--- src/cish_params.svh ---
// Offsets, field positions, reset values and timing counts of the config handler
`ifndef CISH_PARAMS_SVH
`define CISH_PARAMS_SVH
`define CISH_OFS_NVCFG 6'h00
`define CISH_OFS_STATUS 6'h04
`define CISH_OFS_ERR 6'h08
`define CISH_OFS_SLOT0 6'h10
`define CISH_FLD_ADDR_LSB 0
`define CISH_FLD_BAUD_LSB 8
`define CISH_FLD_CKS_BIT 12
`define CISH_FLD_INIT_BIT 13
`define CISH_FLD_BUSY_BIT 14
`define CISH_FACTORY_ADDR 8'h01
`define CISH_INIT_ADDR 8'h00
`define CISH_BAUD_9600 4'h6
`define CISH_DEF_RANGE 8'h05
`define CISH_TC_K_RANGE 8'h0F
`define CISH_DEF_FORMAT 8'h00
`define CISH_BOOT_TIME_MS 7000
`define CISH_CLK_KHZ 250000
`define CISH_BOOT_CYCLES (64'd7000 * 64'd250000)
`endif

--- src/cish_pkg.sv ---
// Types shared by the config handler and its users
`default_nettype none
package cish_pkg;
  typedef struct packed {
    logic [7:0] addr;
    logic [3:0] baud;
    logic cks;
  } cish_comm_type;
  typedef struct packed {
    logic [7:0] range;
    logic [7:0] format;
  } cish_slot_type;
  typedef enum {tx_idle, tx_send} cish_tx_state_type;
endpackage : cish_pkg
`default_nettype wire

--- src/cish_config_handler.sv ---
// Boot, forced-default and ASCII configuration handling of the acquisition base
// Notes on behaviour
// - After boot, analog module busy up to 7 s; addressed commands ignored meanwhile.
// - Factory settings are 9600 baud and address 01h in nonvolatile store.
// - Configuration lives in nonvolatile storage and is changed only remotely; slot range and format reset to defaults here.
// - Grounded init terminal at boot selects default settings for the session.
// - Default state: 9600 baud, address 00h, no checksum.
// - Entering the default state leaves the nonvolatile settings untouched.
// - In the default state all settings may change; other commands behave normally.
// - Baud and checksum changes are accepted only in the default state.
// - New baud or checksum is stored and becomes active after next reboot.
// - All other configuration changes act at once, without reset; in the default state an address write goes only to the store.
// - Change command: dollar, address, slot, letter, hex parameters, carriage return.
// - Status request answers bang, address, range code, format code.
// - Range 05 means plus/minus 2.5 V; range 0F means type K thermocouple.
// - Format 00 means engineering units, 50 ms integration, no checksum.
// - Accepted change command answers bang, address, carriage return.
`include "cish_params.svh"
`default_nettype none
module cish_config_handler #(
  parameter int NUM_SLOTS = 8,
  parameter longint BOOT_CYCLES = `CISH_BOOT_CYCLES,
  parameter int BUF_DEPTH = 12
) (
  // Clock and reset
  input wire logic clk_i,
  input wire logic rst_b_i,
  // Forced-default terminal, low when grounded
  input wire logic init_b_i,
  // Characters from the line receiver
  input wire logic rx_valid_i,
  input wire logic [7:0] rx_data_i,
  // Reply characters to the line transmitter
  output logic tx_valid_o,
  output logic [7:0] tx_data_o,
  input wire logic tx_ready_i,
  // Avalon-MM slave
  input wire logic [5:0] avs_address_i,
  input wire logic avs_read_i,
  input wire logic avs_write_i,
  input wire logic [31:0] avs_writedata_i,
  output logic [31:0] avs_readdata_o,
  output logic avs_waitrequest_o,
  // Working state for the rest of the base
  output cish_pkg::cish_comm_type active_o,
  output logic init_mode_o,
  output logic busy_o,
  output cish_pkg::cish_slot_type [NUM_SLOTS-1:0] slot_cfg_o
);
  import cish_pkg::*;

  localparam logic [7:0] CH_CR = 8'h0D;
  localparam logic [31:0] BOOT_LAST = 32'(BOOT_CYCLES - 64'd1);

  // Hex digit to nibble, top bit flags a valid digit
  function automatic logic [4:0] hex_val(input logic [7:0] c);
    logic [4:0] r;
    r = 5'h00;
    if (c >= 8'h30 && c <= 8'h39) r = {1'b1, 4'(c - 8'h30)};
    else if (c >= 8'h41 && c <= 8'h46) r = {1'b1, 4'(c - 8'h37)};
    else if (c >= 8'h61 && c <= 8'h66) r = {1'b1, 4'(c - 8'h57)};
    return r;
  endfunction : hex_val

  // Nibble to upper case hex character
  function automatic logic [7:0] hex_chr(input logic [3:0] n);
    return (n < 4'hA) ? (8'h30 + {4'h0, n}) : (8'h37 + {4'h0, n});
  endfunction : hex_chr

  logic init_s1_reg, init_s2_reg;
  logic busy_reg, init_mode_reg;
  logic [31:0] boot_cnt_reg;
  cish_comm_type active_reg;
  // Factory contents of the store; reset leaves them alone so a reboot can apply them
  cish_comm_type nv_reg = '{addr: `CISH_FACTORY_ADDR, baud: `CISH_BAUD_9600,
                            cks: 1'b0};
  cish_slot_type [NUM_SLOTS-1:0] slot_reg;
  logic [7:0] buf_reg [BUF_DEPTH];
  logic [3:0] len_reg;
  logic ovf_reg;
  logic [7:0] sum_reg;
  logic [7:0] rep_reg [10];
  logic [3:0] rep_len_reg, rep_idx_reg;
  cish_tx_state_type tx_state_reg;
  logic tx_valid_reg;
  logic [7:0] tx_data_reg;
  logic wait_reg;
  logic [31:0] rdata_reg;
  logic [2:0] err_reg;

  // Init terminal synchroniser; only the second stage is read
  always_ff @(posedge clk_i or negedge rst_b_i) begin
    if (!rst_b_i) begin
      init_s1_reg <= 1'b1;
      init_s2_reg <= 1'b1;
    end else begin
      init_s1_reg <= init_b_i;
      init_s2_reg <= init_s1_reg;
    end
  end

  // Frame decode, all from the buffered characters before the CR
  wire rx_cr = rx_valid_i && (rx_data_i == CH_CR);
  wire [3:0] body_len = active_reg.cks ? (len_reg - 4'd2) : len_reg;
  wire [4:0] h1 = hex_val(buf_reg[1]);
  wire [4:0] h2 = hex_val(buf_reg[2]);
  wire [4:0] h4 = hex_val(buf_reg[4]);
  wire [4:0] h6 = hex_val(buf_reg[6]);
  wire [4:0] h7 = hex_val(buf_reg[7]);
  wire [4:0] h8 = hex_val(buf_reg[8]);
  wire [4:0] h9 = hex_val(buf_reg[9]);
  wire [4:0] hc1 = hex_val(buf_reg[4'(len_reg - 4'd2)]);
  wire [4:0] hc2 = hex_val(buf_reg[4'(len_reg - 4'd1)]);
  wire head_ok = (buf_reg[0] == 8'h24) && h1[4] && h2[4] && (buf_reg[3] == 8'h53) && h4[4];
  wire is_status = head_ok && (body_len == 4'd6) && (buf_reg[5] == 8'h42);
  wire is_change = head_ok && (body_len == 4'd10) && (buf_reg[5] == 8'h41)
                   && h6[4] && h7[4] && h8[4] && h9[4];
  wire [7:0] cks_calc = sum_reg - buf_reg[4'(len_reg - 4'd2)] - buf_reg[4'(len_reg - 4'd1)];
  wire cks_ok = !active_reg.cks
                || (len_reg >= 4'd2 && hc1[4] && hc2[4] && cks_calc == {hc1[3:0], hc2[3:0]});
  wire addr_hit = ({h1[3:0], h2[3:0]} == active_reg.addr);
  wire slot_ok = {28'h0000_000, h4[3:0]} < 32'(NUM_SLOTS);
  wire frame_ok = rx_cr && !ovf_reg && (is_status || is_change) && slot_ok && addr_hit;
  // Busy and a reply still going out both swallow the frame
  wire accept = frame_ok && cks_ok && !busy_reg && (tx_state_reg == tx_idle);
  wire do_change = accept && is_change;
  wire cks_bad = frame_ok && !cks_ok;
  cish_slot_type sel_slot;
  assign sel_slot = slot_reg[h4[3:0]];

  // Reply image: bang, address, status fields, optional checksum, CR
  logic [7:0] rep_next [10];
  logic [3:0] rep_len_next;
  logic [7:0] rsum;
  always_comb begin
    for (int k = 0; k < 10; k++) rep_next[k] = 8'h00;
    rep_next[0] = 8'h21;
    rep_next[1] = hex_chr(active_reg.addr[7:4]);
    rep_next[2] = hex_chr(active_reg.addr[3:0]);
    rep_len_next = 4'd3;
    if (is_status) begin
      rep_next[3] = hex_chr(sel_slot.range[7:4]);
      rep_next[4] = hex_chr(sel_slot.range[3:0]);
      rep_next[5] = hex_chr(sel_slot.format[7:4]);
      rep_next[6] = hex_chr(sel_slot.format[3:0]);
      rep_len_next = 4'd7;
    end
    rsum = 8'h00;
    for (int k = 0; k < 7; k++) begin
      if (4'(k) < rep_len_next) rsum = rsum + rep_next[k];
    end
    if (active_reg.cks) begin
      rep_next[rep_len_next] = hex_chr(rsum[7:4]);
      rep_next[4'(rep_len_next + 4'd1)] = hex_chr(rsum[3:0]);
      rep_len_next = rep_len_next + 4'd2;
    end
    rep_next[rep_len_next] = CH_CR;
    rep_len_next = rep_len_next + 4'd1;
  end

  // Avalon decode; the answer comes one cycle after the request appears
  wire commit_wr = avs_write_i && !wait_reg;
  wire wr_nv = commit_wr && (avs_address_i == `CISH_OFS_NVCFG);
  wire wr_err = commit_wr && (avs_address_i == `CISH_OFS_ERR);
  wire [5:0] slot_ofs = avs_address_i - `CISH_OFS_SLOT0;
  wire slot_hit = (avs_address_i >= `CISH_OFS_SLOT0) && (slot_ofs[1:0] == 2'b00)
                  && ({28'h0000_000, slot_ofs[5:2]} < 32'(NUM_SLOTS));
  wire [3:0] wr_baud = avs_writedata_i[`CISH_FLD_BAUD_LSB +: 4];
  wire wr_cks = avs_writedata_i[`CISH_FLD_CKS_BIT];
  wire serial_set = (wr_baud != nv_reg.baud) || (wr_cks != nv_reg.cks);
  wire reject = wr_nv && serial_set && !init_mode_reg;
  wire [31:0] status_word = {17'h0_0000, busy_reg, init_mode_reg, active_reg.cks,
                             active_reg.baud, active_reg.addr};
  wire [31:0] nv_word = {19'h0_0000, nv_reg.cks, nv_reg.baud, nv_reg.addr};
  wire [31:0] slot_word = {16'h0000, slot_reg[slot_ofs[5:2]].format,
                           slot_reg[slot_ofs[5:2]].range};
  wire [31:0] rd_mux = (avs_address_i == `CISH_OFS_NVCFG) ? nv_word :
                       (avs_address_i == `CISH_OFS_STATUS) ? status_word :
                       (avs_address_i == `CISH_OFS_ERR) ? {29'h0000_0000, err_reg} :
                       slot_hit ? slot_word : 32'h0000_0000;

  // Bus handshake and sticky error flags; a new event beats a clear
  always_ff @(posedge clk_i or negedge rst_b_i) begin
    if (!rst_b_i) begin
      wait_reg <= 1'b1;
      rdata_reg <= 32'h0000_0000;
      err_reg <= 3'h0;
    end else begin
      wait_reg <= !(wait_reg && (avs_read_i || avs_write_i));
      if (wait_reg && avs_read_i) rdata_reg <= rd_mux;
      err_reg <= (err_reg & ~(wr_err ? avs_writedata_i[2:0] : 3'h0))
                 | {rx_cr && busy_reg, cks_bad, reject};
    end
  end

  // Boot timer, then pick stored or forced-default working settings
  always_ff @(posedge clk_i or negedge rst_b_i) begin
    if (!rst_b_i) begin
      boot_cnt_reg <= 32'h0000_0000;
      busy_reg <= 1'b1;
      init_mode_reg <= 1'b0;
      active_reg <= '{addr: `CISH_FACTORY_ADDR, baud: `CISH_BAUD_9600, cks: 1'b0};
    end else if (busy_reg) begin
      boot_cnt_reg <= boot_cnt_reg + 32'd1;
      if (boot_cnt_reg == BOOT_LAST) begin
        busy_reg <= 1'b0;
        init_mode_reg <= !init_s2_reg;
        if (!init_s2_reg) active_reg <= '{addr: `CISH_INIT_ADDR, baud: `CISH_BAUD_9600,
                                           cks: 1'b0};
        else active_reg <= nv_reg;
      end
    end else if (wr_nv && !init_mode_reg) begin
      active_reg.addr <= avs_writedata_i[`CISH_FLD_ADDR_LSB +: 8];
    end
  end

  // Nonvolatile image; only bus writes touch it, baud and checksum wait for the next boot
  always_ff @(posedge clk_i) begin
    if (wr_nv) begin
      nv_reg.addr <= avs_writedata_i[`CISH_FLD_ADDR_LSB +: 8];
      if (init_mode_reg) begin
        nv_reg.baud <= wr_baud;
        nv_reg.cks <= wr_cks;
      end
    end
  end

  // Per-slot range and format, written by command or bus with immediate effect
  genvar gi;
  generate
    for (gi = 0; gi < NUM_SLOTS; gi++) begin : g_slot
      wire cmd_hit = do_change && (h4[3:0] == 4'(gi));
      wire bus_hit = commit_wr && slot_hit && (slot_ofs[5:2] == 4'(gi));
      always_ff @(posedge clk_i or negedge rst_b_i) begin
        if (!rst_b_i) begin
          slot_reg[gi] <= '{range: `CISH_DEF_RANGE, format: `CISH_DEF_FORMAT};
        end else if (cmd_hit) begin
          slot_reg[gi] <= '{range: {h6[3:0], h7[3:0]}, format: {h8[3:0], h9[3:0]}};
        end else if (bus_hit) begin
          slot_reg[gi] <= '{range: avs_writedata_i[7:0], format: avs_writedata_i[15:8]};
        end
      end
    end
  endgenerate

  // Receive buffer; overlong frames are dropped whole at the CR
  always_ff @(posedge clk_i or negedge rst_b_i) begin
    if (!rst_b_i) begin
      len_reg <= 4'd0;
      ovf_reg <= 1'b0;
      sum_reg <= 8'h00;
      for (int k = 0; k < BUF_DEPTH; k++) buf_reg[k] <= 8'h00;
    end else if (rx_cr) begin
      len_reg <= 4'd0;
      ovf_reg <= 1'b0;
      sum_reg <= 8'h00;
    end else if (rx_valid_i) begin
      sum_reg <= sum_reg + rx_data_i;
      if ({28'h0000_000, len_reg} == 32'(BUF_DEPTH)) ovf_reg <= 1'b1;
      else begin
        buf_reg[len_reg] <= rx_data_i;
        len_reg <= len_reg + 4'd1;
      end
    end
  end

  // Reply sender, one character per accepted handshake
  always_ff @(posedge clk_i or negedge rst_b_i) begin
    if (!rst_b_i) begin
      tx_state_reg <= tx_idle;
      tx_valid_reg <= 1'b0;
      tx_data_reg <= 8'h00;
      rep_len_reg <= 4'd0;
      rep_idx_reg <= 4'd0;
      for (int k = 0; k < 10; k++) rep_reg[k] <= 8'h00;
    end else begin
      case (tx_state_reg)
        tx_idle: begin
          if (accept) begin
            rep_reg <= rep_next;
            rep_len_reg <= rep_len_next;
            tx_data_reg <= rep_next[0];
            tx_valid_reg <= 1'b1;
            rep_idx_reg <= 4'd1;
            tx_state_reg <= tx_send;
          end
        end
        tx_send: begin
          if (tx_ready_i) begin
            if (rep_idx_reg == rep_len_reg) begin
              tx_valid_reg <= 1'b0;
              tx_state_reg <= tx_idle;
            end else begin
              tx_data_reg <= rep_reg[rep_idx_reg];
              rep_idx_reg <= rep_idx_reg + 4'd1;
            end
          end
        end
        default: tx_state_reg <= tx_idle;
      endcase
    end
  end

  assign tx_valid_o = tx_valid_reg;
  assign tx_data_o = tx_data_reg;
  assign avs_readdata_o = rdata_reg;
  assign avs_waitrequest_o = wait_reg;
  assign active_o = active_reg;
  assign init_mode_o = init_mode_reg;
  assign busy_o = busy_reg;
  assign slot_cfg_o = slot_reg;
endmodule : cish_config_handler
`default_nettype wire

--- config.mk ---
export PLATFORM = sky130hd
export DESIGN_NAME = cish_config_handler
export DESIGN_NICKNAME = d
export VERILOG_FILES = /design/src/cish_pkg.sv /design/src/cish_config_handler.sv
export VERILOG_INCLUDE_DIRS = /design/src /design/src/src
export SDC_FILE = /design/constraint.sdc
export NUM_CORES = 1
export LEC_CHECK = 0
export ABC_AREA = 1
export BUFFER_PORTS_ARGS = -buffer_cell sky130_fd_sc_hd__buf_4
export CAP_MARGIN = 40
export CORE_UTILIZATION = 55
export CTS_CLUSTER_SIZE = 25
export DETAILED_ROUTE_END_ITERATION = 8
export PLACE_DENSITY = 0.74
export SYNTH_ARGS = -nofsm -noshare
export SYNTH_HDL_FRONTEND = slang
export SYNTH_SLANG_ARGS = --single-unit
--- constraint.sdc ---
create_clock -name clk_i -period 12.9 [get_ports clk_i]
set_clock_uncertainty 0.1 [all_clocks]
set_input_delay 0.645 -clock clk_i [delete_from_list [all_inputs] [get_ports clk_i]]
set_output_delay 0.645 -clock clk_i [all_outputs]
set_load 0.01 [all_outputs]
; ---- Yosys cells after proc, flatten, opt, wreduce, memory -nomap -nowiden
; Cells that the tools add are included.
[totals]
wordCells = 505
input_bits = 53
reg_bits = 464
[classes]
muxes = 122
bitwise_logic = 15
n_eq_ne = 37
addsub = 61
n_reduce_logical = 124
n_lt_le_gt_ge = 86
[ops]
columns = cell, count
row1 = $mux W16, 22
row2 = $mux W8, 23
row3 = $bwmux W80, 2
row4 = $ge A8 B7 Y1 const B, 18
row5 = $le A8 B7 Y1 const B, 18
row6 = $mux W5, 27
row7 = $demux W8 S4, 4
row8 = $add A6 B4 Y7 const A, 16
row9 = $bmux W16 S3, 2
row10 = $bmux W8 S4, 3
row11 = $bwmux W96, 1
row12 = $mux W32, 3
row13 = $logic_and A1 B1 Y1, 84
row14 = $mux W80, 1
row15 = $ge A8 B6 Y1 const B, 9
row16 = $le A8 B6 Y1 const B, 9
row17 = $sub A4 B3 Y4 const B, 18
row18 = $logic_not A32 Y1, 2
row19 = $pmux W32 S2, 1
row20 = $mux W7, 8
row21 = $and A50 B50 Y50, 1
row22 = $not A50 Y50, 1
row23 = $lt A4 B4 Y1 const B, 12
row24 = $add A8 B8 Y8, 5
row25 = 56 further kinds, 155

; ---- Longest topological paths before layout
; Gate-level depths: netlist of the first run.
[depth]
depth_word = 34
depth_mapped = 62
mapped_depth_nobuf = 61

; ---- Worst setup path after synthesis of the first run
; Ideal clock, no wire load.
[synth_timing]
path_kind = reg2reg
start = reg len_reg[1]
end = reg rep_reg[48] (netlist bit)
stages_incl_launch_ff = 46
n_path_buf = 3
path_slack_ns = 5.101
t_required_ns = 12.680
t_arrival_ns = 7.580
setup_time_ns = 0.120
cell_sequence = dfrtp_1 inv_2 clkbuf_1 ha_1 clkbuf_1 o21ai_1 nand3_1 nor4_1 nand2_1 inv_1 clkbuf_1 and3_1 ha_1 inv_1 fa_1 xnor2_1 o21ai_0 inv_1 [10 not listed] a21oi_1 o21ai_0 xor2_1 o21ai_0 inv_1 ha_1 inv_1 o311ai_0 xnor2_1 xor2_1 nand2_1 nand2_1 nand3_1 or2_2 nand3_1 nand3b_1 o21ai_0 inv_1
[synth_via]
elab_chain_len = 26
word_cells_on_any_way = 122
[synth_lines]
columns = item, line
row1 = start: declaration, cish_config_handler.sv:79  ; logic [3:0] len_reg;
row2 = start signal: assignment, cish_config_handler.sv:262  ; len_reg <= len_reg + 4'd1;
row3 = $sub A4 B2 Y4, "cish_config_handler.sv:104, cish_config_handler.sv:112, cish_config_handler.sv:118"
row4 = $mux W4, cish_config_handler.sv:104  ; wire [3:0] body_len = active_reg.cks ? (len_reg - 4'd2) : len_reg;
row5 = $eq A4 B3 Y1, cish_config_handler.sv:115  ; wire is_status = head_ok && (body_len == 4'd6) && (buf_reg[5] == 8'h42);
row6 = $logic_and A1 B1 Y1 (2 in series), cish_config_handler.sv:115
row7 = $mux W3, cish_config_handler.sv:141  ; if (is_status) begin
row8 = $lt A1 B4 Y1, cish_config_handler.sv:150  ; if (4'(k) < rep_len_next) rsum = rsum + rep_next[k];
row9 = $mux W6, cish_config_handler.sv:150
row10 = $add A8 B7 Y8, cish_config_handler.sv:150
row11 = [9 not listed], -
row12 = $add A8 B8 Y8, cish_config_handler.sv:150
row13 = $mux W8, cish_config_handler.sv:150
row14 = $add A6 B4 Y7 or $lt A4 B4 Y1 (tied branches), cish_config_handler.sv:67  ; return (n < 4'hA) ? (8'h30 + {4'h0, n}) : (8'h37 + {4'h0, n});
row15 = $mux W7, cish_config_handler.sv:67
row16 = $bwmux W80, cish_config_handler.sv:153  ; rep_next[rep_len_next] = hex_chr(rsum[7:4]);
row17 = $bwmux W80, cish_config_handler.sv:154  ; rep_next[4'(rep_len_next + 4'd1)] = hex_chr(rsum[3:0]);
row18 = $mux W80, cish_config_handler.sv:152  ; if (active_reg.cks) begin
row19 = $or A30 B30 Y30 (no source line), -
row20 = end signal: assignment, cish_config_handler.sv:280  ; rep_reg <= rep_next;
row21 = end: declaration, cish_config_handler.sv:82  ; logic [7:0] rep_reg [10];
; Parallel ways exist; a longest one is shown, timed or not. The select of a mux whose other input is x is not followed.
; A chain may end at the register's enable or synchronous reset.

; ---- Final worst setup path of the first run
[layout_timing]
start = reg buf_reg[56] (netlist bit)
end = reg rep_reg[48] (netlist bit)
[layout_via]
elab_chain_len = 29
word_cells_on_any_way = 149
[layout_lines]
columns = item, line
row1 = start: declaration, cish_config_handler.sv:78  ; logic [7:0] buf_reg [BUF_DEPTH];
row2 = start signal: indexed assignment, cish_config_handler.sv:261  ; buf_reg[len_reg] <= rx_data_i;
row3 = $ge A8 B7 Y1 or $le A8 B7 Y1 (tied branches), cish_config_handler.sv:61  ; else if (c >= 8'h61 && c <= 8'h66) r = {1'b1, 4'(c - 8'h57)};
row4 = $logic_and A1 B1 Y1, cish_config_handler.sv:61
row5 = $mux W5, cish_config_handler.sv:61
row6 = $mux W5, cish_config_handler.sv:60  ; else if (c >= 8'h41 && c <= 8'h46) r = {1'b1, 4'(c - 8'h37)};
row7 = $mux W5, cish_config_handler.sv:59  ; if (c >= 8'h30 && c <= 8'h39) r = {1'b1, 4'(c - 8'h30)};
row8 = $logic_and A1 B1 Y1, cish_config_handler.sv:114  ; wire head_ok = (buf_reg[0] == 8'h24) && h1[4] && h2[4] && (buf_reg[3] == 8'h53) && h4[4];
row9 = $logic_and A1 B1 Y1 (2 in series), cish_config_handler.sv:115
row10 = $mux W3, cish_config_handler.sv:141
row11 = [12 not listed], -
row12 = $add A8 B8 Y8, cish_config_handler.sv:150
row13 = $mux W8, cish_config_handler.sv:150
row14 = $add A6 B4 Y7 or $lt A4 B4 Y1 (tied branches), cish_config_handler.sv:67
row15 = $mux W7, cish_config_handler.sv:67
row16 = $bwmux W80, cish_config_handler.sv:153
row17 = $bwmux W80, cish_config_handler.sv:154
row18 = $mux W80, cish_config_handler.sv:152
row19 = $or A30 B30 Y30 (no source line), -
; Parallel ways exist; a longest one is shown, timed or not. The select of a mux whose other input is x is not followed.

==> impl_metrics.ini, run 1 <==
[status]
status = complete, no violations

[sta]
grt_setup_unrepaired = false
max_slew.worst_pin.slew_ns = 1.17
finalMaxSlewViolations = 0
slew_headroom = 0.221
finalHoldViolCount = 0
finalCritPeriodShare = 0.731
tns_ns = 0
worst_slack_ns = 3.47
min_period_ns = 9.43
fmax_ghz = 0.106
setup_viol = 0

[place]
port_buffers = 204
dp_hpwl_um = 73500
place_area_sq_mm = 0.0299
gp_congestion = 0.991
dp_worst_setup_slack_ns = 3.73

[clock_tree]
clock-root-buffer = clkbuf_16
cts_buffers = 46
postCtsSetupBuffers = 0
cts.sinks = 392
h-tree-depth = 2
clock_latency_ns = 0.61
path_clk_slew_ns = 0.06
ctsResizeCount = 0
cts_buffer_depth = 3
cts_tree = yes

[global_route]
grt_antenna_before_repair = 1
grt_max_degree = 168
grt_pass1_wl_um = 155000
grt_pass1_vias = 26300
track_usage = 0.395
grt-ovfl-total = 0

[synth]
yosys_warnings = 0
syn-mean-instance-area_sq_um = 7.08
synth_ff_type = dfrtp_1
async_flop_share = 0.967
synth_top_area_share = 0.318
synth_common_cells = nand2_1, nand3_1, inv_1
yosysMostFrequentCell = nand2_1
synthCells = 3954
synth_area_sq_mm = 0.0280
ys_seq_elements = 392
ys_types = 62
synth_area_leaders = dfrtp_1, nand2_1, nand3_1
synth_top_cell_by_area = dfrtp_1
synth-edff-count = 13
synth_seq_area_share = 0.354

[drt]
drc = 0
vias_per_cell = 6.16
routedWlPerCell_um = 21.6
drtAntennaViolNets = 0
dr.pass1.iters = 7
wl_um = 103000
vias = 29400
drtIter0Drc = 3718

[worst_setup_path]
critPathLaunchType = flop
cp_common_cell = nand2_1
worst-setup-path-type = flop to flop
worst-r2r-setup-slack_ns = 3.47
crit_slowest_cell = o21ai_0
slowest_delay_ns = 0.68
startpoint = buf_reg[56]$_DFFE_PN0P_
reg2reg_depth = 47
arrival_ns = 9.80
path_max_fanout = 18
crit_end = rep_reg[48]$_DFFE_PN0P_
r2r-end = rep_reg[48]$_DFFE_PN0P_
r2r_start = buf_reg[56]$_DFFE_PN0P_
required_ns = 13.27
cp-end-kind = flop

[layout]
area_delta_synth_final_pct = 12.3
final_nets = 4238
nFillCells = 4663
largest_reg_flops = 128
final_area_sq_mm = 0.0314
drive_above_1_share = 0.103

[min_path]
hold_path_class = input port to flop

[floorplanning]
num_rows = 82
die_width_um = 228
die_h_um = 228
core_sq_mm = 0.0502
initial_core_util = 0.558
pin_count = 238
die_area_sq_mm = 0.0518

[pwr]
cellPowerDensity_mw_per_mm2 = 238
irDropWorstVdd_mv = 0.408
p_leak_nw = 15.4
p_total_mw = 7.49

[run]
maxCapViolations = 0
-- power by group --
group / internal, mW / switching (mW) / leakage (nW)
clock network: 0.784 / 0.558 / 0.736
registers: 1.45 / 0.282 / 4.93
logic: 1.50 / 2.92 / 9.77
total: 3.73 / 3.76 / 15.4
-- cell usage in the layout, fill, tap and decap left out, types with 6 or more instances in the layout --
cell type / count
o21ai_1: 28
fa_1: 13
o211ai_1: 30
nor2_1: 318
xnor2_1: 23
nand2_1: 927
edfxtp_1: 13
nor3_1: 34
nand3b_1: 9
nand4_4: 8
dfrtp_1: 355
buf_8: 7
a31oi_1: 8
clkinv_1: 16
o22ai_1: 31
a221oi_1: 26
or2_2: 12
clkbuf_8: 8
nor2_2: 7
nand3_1: 524
buf_4: 255
a21oi_1: 123
clkbuf_1: 19
o21ai_0: 287
a22oi_1: 59
dfstp_2: 23
o311ai_0: 6
inv_1: 416
ha_1: 106
inv_2: 11
nor4_1: 29
conb_1: 17
nand4_1: 164
nand2_2: 7
clkbuf_16: 49
xor2_1: 56
-- metrics by stage --
step / utilization / instances / hold slack, ns
4_1_cts: 0.627 / 4775 / 0.0410
5_1_grt: 0.627 / 4776 / 0.0493
3_5_place_dp: 0.596 / 4688 / 0.249
6_report: 0.627 / 4777 / 0.0639
2_1_floorplan: - / 3970 / 0.245
3_3_place_gp: 0.590 / 4664 / 0.254
-- metal layers --
| metal | vias to the layer above | track usage | share of wire |
|---|---|---|---|
| li1 | 13500 | - | - |
| met2 | 1849 | 0.560 | 0.42 |
| met4 | 4 | 0.207 | 0.056 |
| met1 | 13700 | 0.547 | 0.40 |
| met3 | 360 | 0.109 | 0.13 |
| met5 | - | 0.00474 | 0.00045 |
-- worst min-delay path by stage --
stage	from	to	depth (start not counted)
3_5_place_dp	init_s1_reg$_DFF_PN1_	init_s2_reg$_DFF_PN1_	0
6_report	init_b_i	init_s1_reg$_DFF_PN1_	1
3_3_place_gp	init_s1_reg$_DFF_PN1_	init_s2_reg$_DFF_PN1_	0
4_1_cts	init_b_i	init_s1_reg$_DFF_PN1_	1
2_1_floorplan	rst_b_i	active_o[0]$_DFFE_PN0P_	0
5_1_grt	init_b_i	init_s1_reg$_DFF_PN1_	1
-- logic make-up (layout without fill, tap and decap cells) --
kind of cell | Yosys count | in the layout | share of synthesized area
flip-flops | 392 | 392 | 0.354
XOR/XNOR | 81 | 81 | 0.0259
AO/OA/AOI/OAI | 637 | 637 | 0.133
buffers and inverters | 668 | 802 | 0.102
AND/OR/NAND/NOR | 2056 | 2056 | 0.329
other | 1 | 18 | 0.000134
adder cells (fa/ha/maj) | 119 | 119 | 0.0567
-- worst max-delay path, delay by kind of cell (launching register included) --
| family | cells | cell delay, ns |
|---|---|---|
| xor+xnor | 5 | 0.81 |
| buf+inv | 9 | 1.37 |
| fa+ha+maj | 6 | 1.97 |
| compound gates | 9 | 2.25 |
| flops | 1 | 0.49 |
| simple gates | 18 | 2.31 |
-- cell type report --
cell class,count,area (sq um),area share
Tap cell,672,841,0.0267
Timing Repair Buffer,273,2200,0.0698
Clock inverter,10,109,0.00346
Antenna cell,1,2.50,0.0000796
Clock buffer,76,1410,0.0448
Inverter,443,1660,0.0529
Sequential cell,392,9910,0.315
Multi-Input combinational cell,2910,15300,0.487
-- what timing repair did --
action	4_1_cts	5_1_grt
setup endpoints to repair	0	0
hold buffers	1	0
endpoints found under the hold margin	23	0
Power figures use the tool's default switching activity.
==> run 2: changes to the inputs <==
PLACE_DENSITY = 0.77   (was 0.74)
clock period = 7.75 ns   (was 12.9 ns; I/O delays follow)
==> impl_metrics.ini, run 2 (synthesis gave the netlist of run 1 again) <==
[layout]
layout_common_cells = nand2_1, nand3_1, inv_1, buf_4, dfrtp_1
utilization = 0.665
area_delta_synth_final_pct = 19.1
largest_reg_flops = 128
final_common_cell = nand2_1
final_area_sq_mm = 0.0334
final_nets = 4378
nFillCells = 4370
fin_cells = 4917
antennaDiodeCount = 0
drive_above_1_share = 0.156

[floorplanning]
die_area_sq_mm = 0.0518
pin_count = 238
initial_core_util = 0.558
die_h_um = 228
num_rows = 82
core_sq_mm = 0.0502
die_width_um = 228

[drt]
vias = 30400
vias_per_cell = 6.18
drtAntennaViolNets = 0
drc = 0
wl_um = 108000
routedWlPerCell_um = 22.1
drtIter0Drc = 4560
dr.pass1.iters = 7

[sta]
setup_viol = 0
finalHoldViolCount = 0
grt_setup_unrepaired = true
max_slew.worst_pin.slew_ns = 1.06
fmax_ghz = 0.136
slew_headroom = 0.284
min_period_ns = 7.37
finalMaxSlewViolations = 0
worst_slack_ns = 0.376
finalCritPeriodShare = 0.951
whs_ns = 0.0205

[clock_tree]
clock_latency_ns = 0.61
path_clk_slew_ns = 0.06
cts_tree = yes
h-tree-depth = 2
cts.sinks = 392
cts_buffer_depth = 3
clock-root-buffer = clkbuf_16
cts_buffers = 47

[worst_setup_path]
required_ns = 8.14
cp_common_cell = nand2_1
r2r_start = buf_reg[56]$_DFFE_PN0P_
r2r-end = rep_reg[48]$_DFFE_PN0P_
critPathLaunchType = flop
path_max_fanout = 5
cp-end-kind = flop
slowest_delay_ns = 0.55
arrival_ns = 7.77
worst-r2r-setup-slack_ns = 0.38
crit_slowest_cell = fa_2
worst-setup-path-type = flop to flop
reg2reg_depth = 52

[run]
maxCapViolations = 0

[min_path]
hold_depth = 3
hold_path_class = input port to flop
whs_endpoint = buf_reg[10]$_DFFE_PN0P_
holdCritStartpoint = rx_data_i[2]

[global_route]
grt_max_degree = 164
grt-ovfl-total = 0
track_usage = 0.411
grt_pass1_vias = 27600
grt_antenna_before_repair = 2
grt_pass1_wl_um = 161000

[place]
place_area_sq_mm = 0.0307
dp_worst_setup_slack_ns = -0.291
dp_hpwl_um = 77500
port_buffers = 204
gp_congestion = 1.00
place_inst = 4797

[pwr]
p_leak_nw = 16.3
cellPowerDensity_mw_per_mm2 = 403
irDropWorstVdd_mv = 0.781

[status]
status = complete, no violations
run 2: through the flow:
step                      total power [mW]  TNS [ns]
final                                 13.4         0
after global routing                  14.4     -1.26
after detailed placement              10.4     -2.96
after CTS                             12.9         0
after floorplan                       8.06         0
after global placement                10.2     -1.14
run 2: worst max path at each step:
stage	start	slack [ns]	to
final	buf_reg[56]$_DFFE_PN0P_	0.38	rep_reg[48]$_DFFE_PN0P_
after global routing	buf_reg[57]$_DFFE_PN0P_	-0.19	rep_reg[50]$_DFFE_PN0P_
after CTS	buf_reg[56]$_DFFE_PN0P_	0.002	rep_reg[48]$_DFFE_PN0P_
after detailed placement	buf_reg[56]$_DFFE_PN0P_	-0.29	rep_reg[54]$_DFFE_PN0P_
after global placement	buf_reg[56]$_DFFE_PN0P_	-0.15	rep_reg[48]$_DFFE_PN0P_
after floorplan	buf_reg[56]$_DFFE_PN0P_	0.04	rep_reg[48]$_DFFE_PN0P_
run 2: metal layers:
metal | track usage | share of wire | wire length [um]
met5 | 0 | 0.00023 | 25
met4 | 0.225 | 0.060 | 6520
met3 | 0.138 | 0.14 | 15200
met2 | 0.587 | 0.42 | 45000
met1 | 0.546 | 0.38 | 41700
run 2: where the power goes:
group / internal (mW) / total (mW) / switching [mW] / leakage (nW)
registers: 2.41 / 2.84 / 0.434 / 4.93
logic: 2.92 / 8.18 / 5.25 / 10.5
clock network: 1.46 / 2.42 / 0.956 / 0.827
run 2: layout make-up:
type | instances | area, sq um | area share
Clock buffer | 70 | 1410 | 0.0424
Sequential cell | 392 | 9910 | 0.297
Multi-Input combinational cell | 2910 | 15900 | 0.478
Inverter | 443 | 1680 | 0.0502
Clock inverter | 18 | 262 | 0.00784
Tap cell | 672 | 841 | 0.0252
Timing Repair Buffer | 412 | 3310 | 0.0992
run 2: what timing repair did:
action,CTS,global route
endpoints found under the hold margin,127,0
endpoints found under the setup margin,14,23
pin swaps,7,57
setup buffers,4,8
hold buffers,20,0
resized for setup,15,153
run 2: critical path: cells and delay by family, from the launching register on:
kind / cells / cell delay, ns
AOI/OAI and AO/OA: 10 / 1.31
xor gates and xnor gates: 4 / 0.64
adders and majority gates: 6 / 1.64
buffers and inverters: 10 / 0.90
DFF: 1 / 0.43
and+or+nand+nor: 22 / 2.21
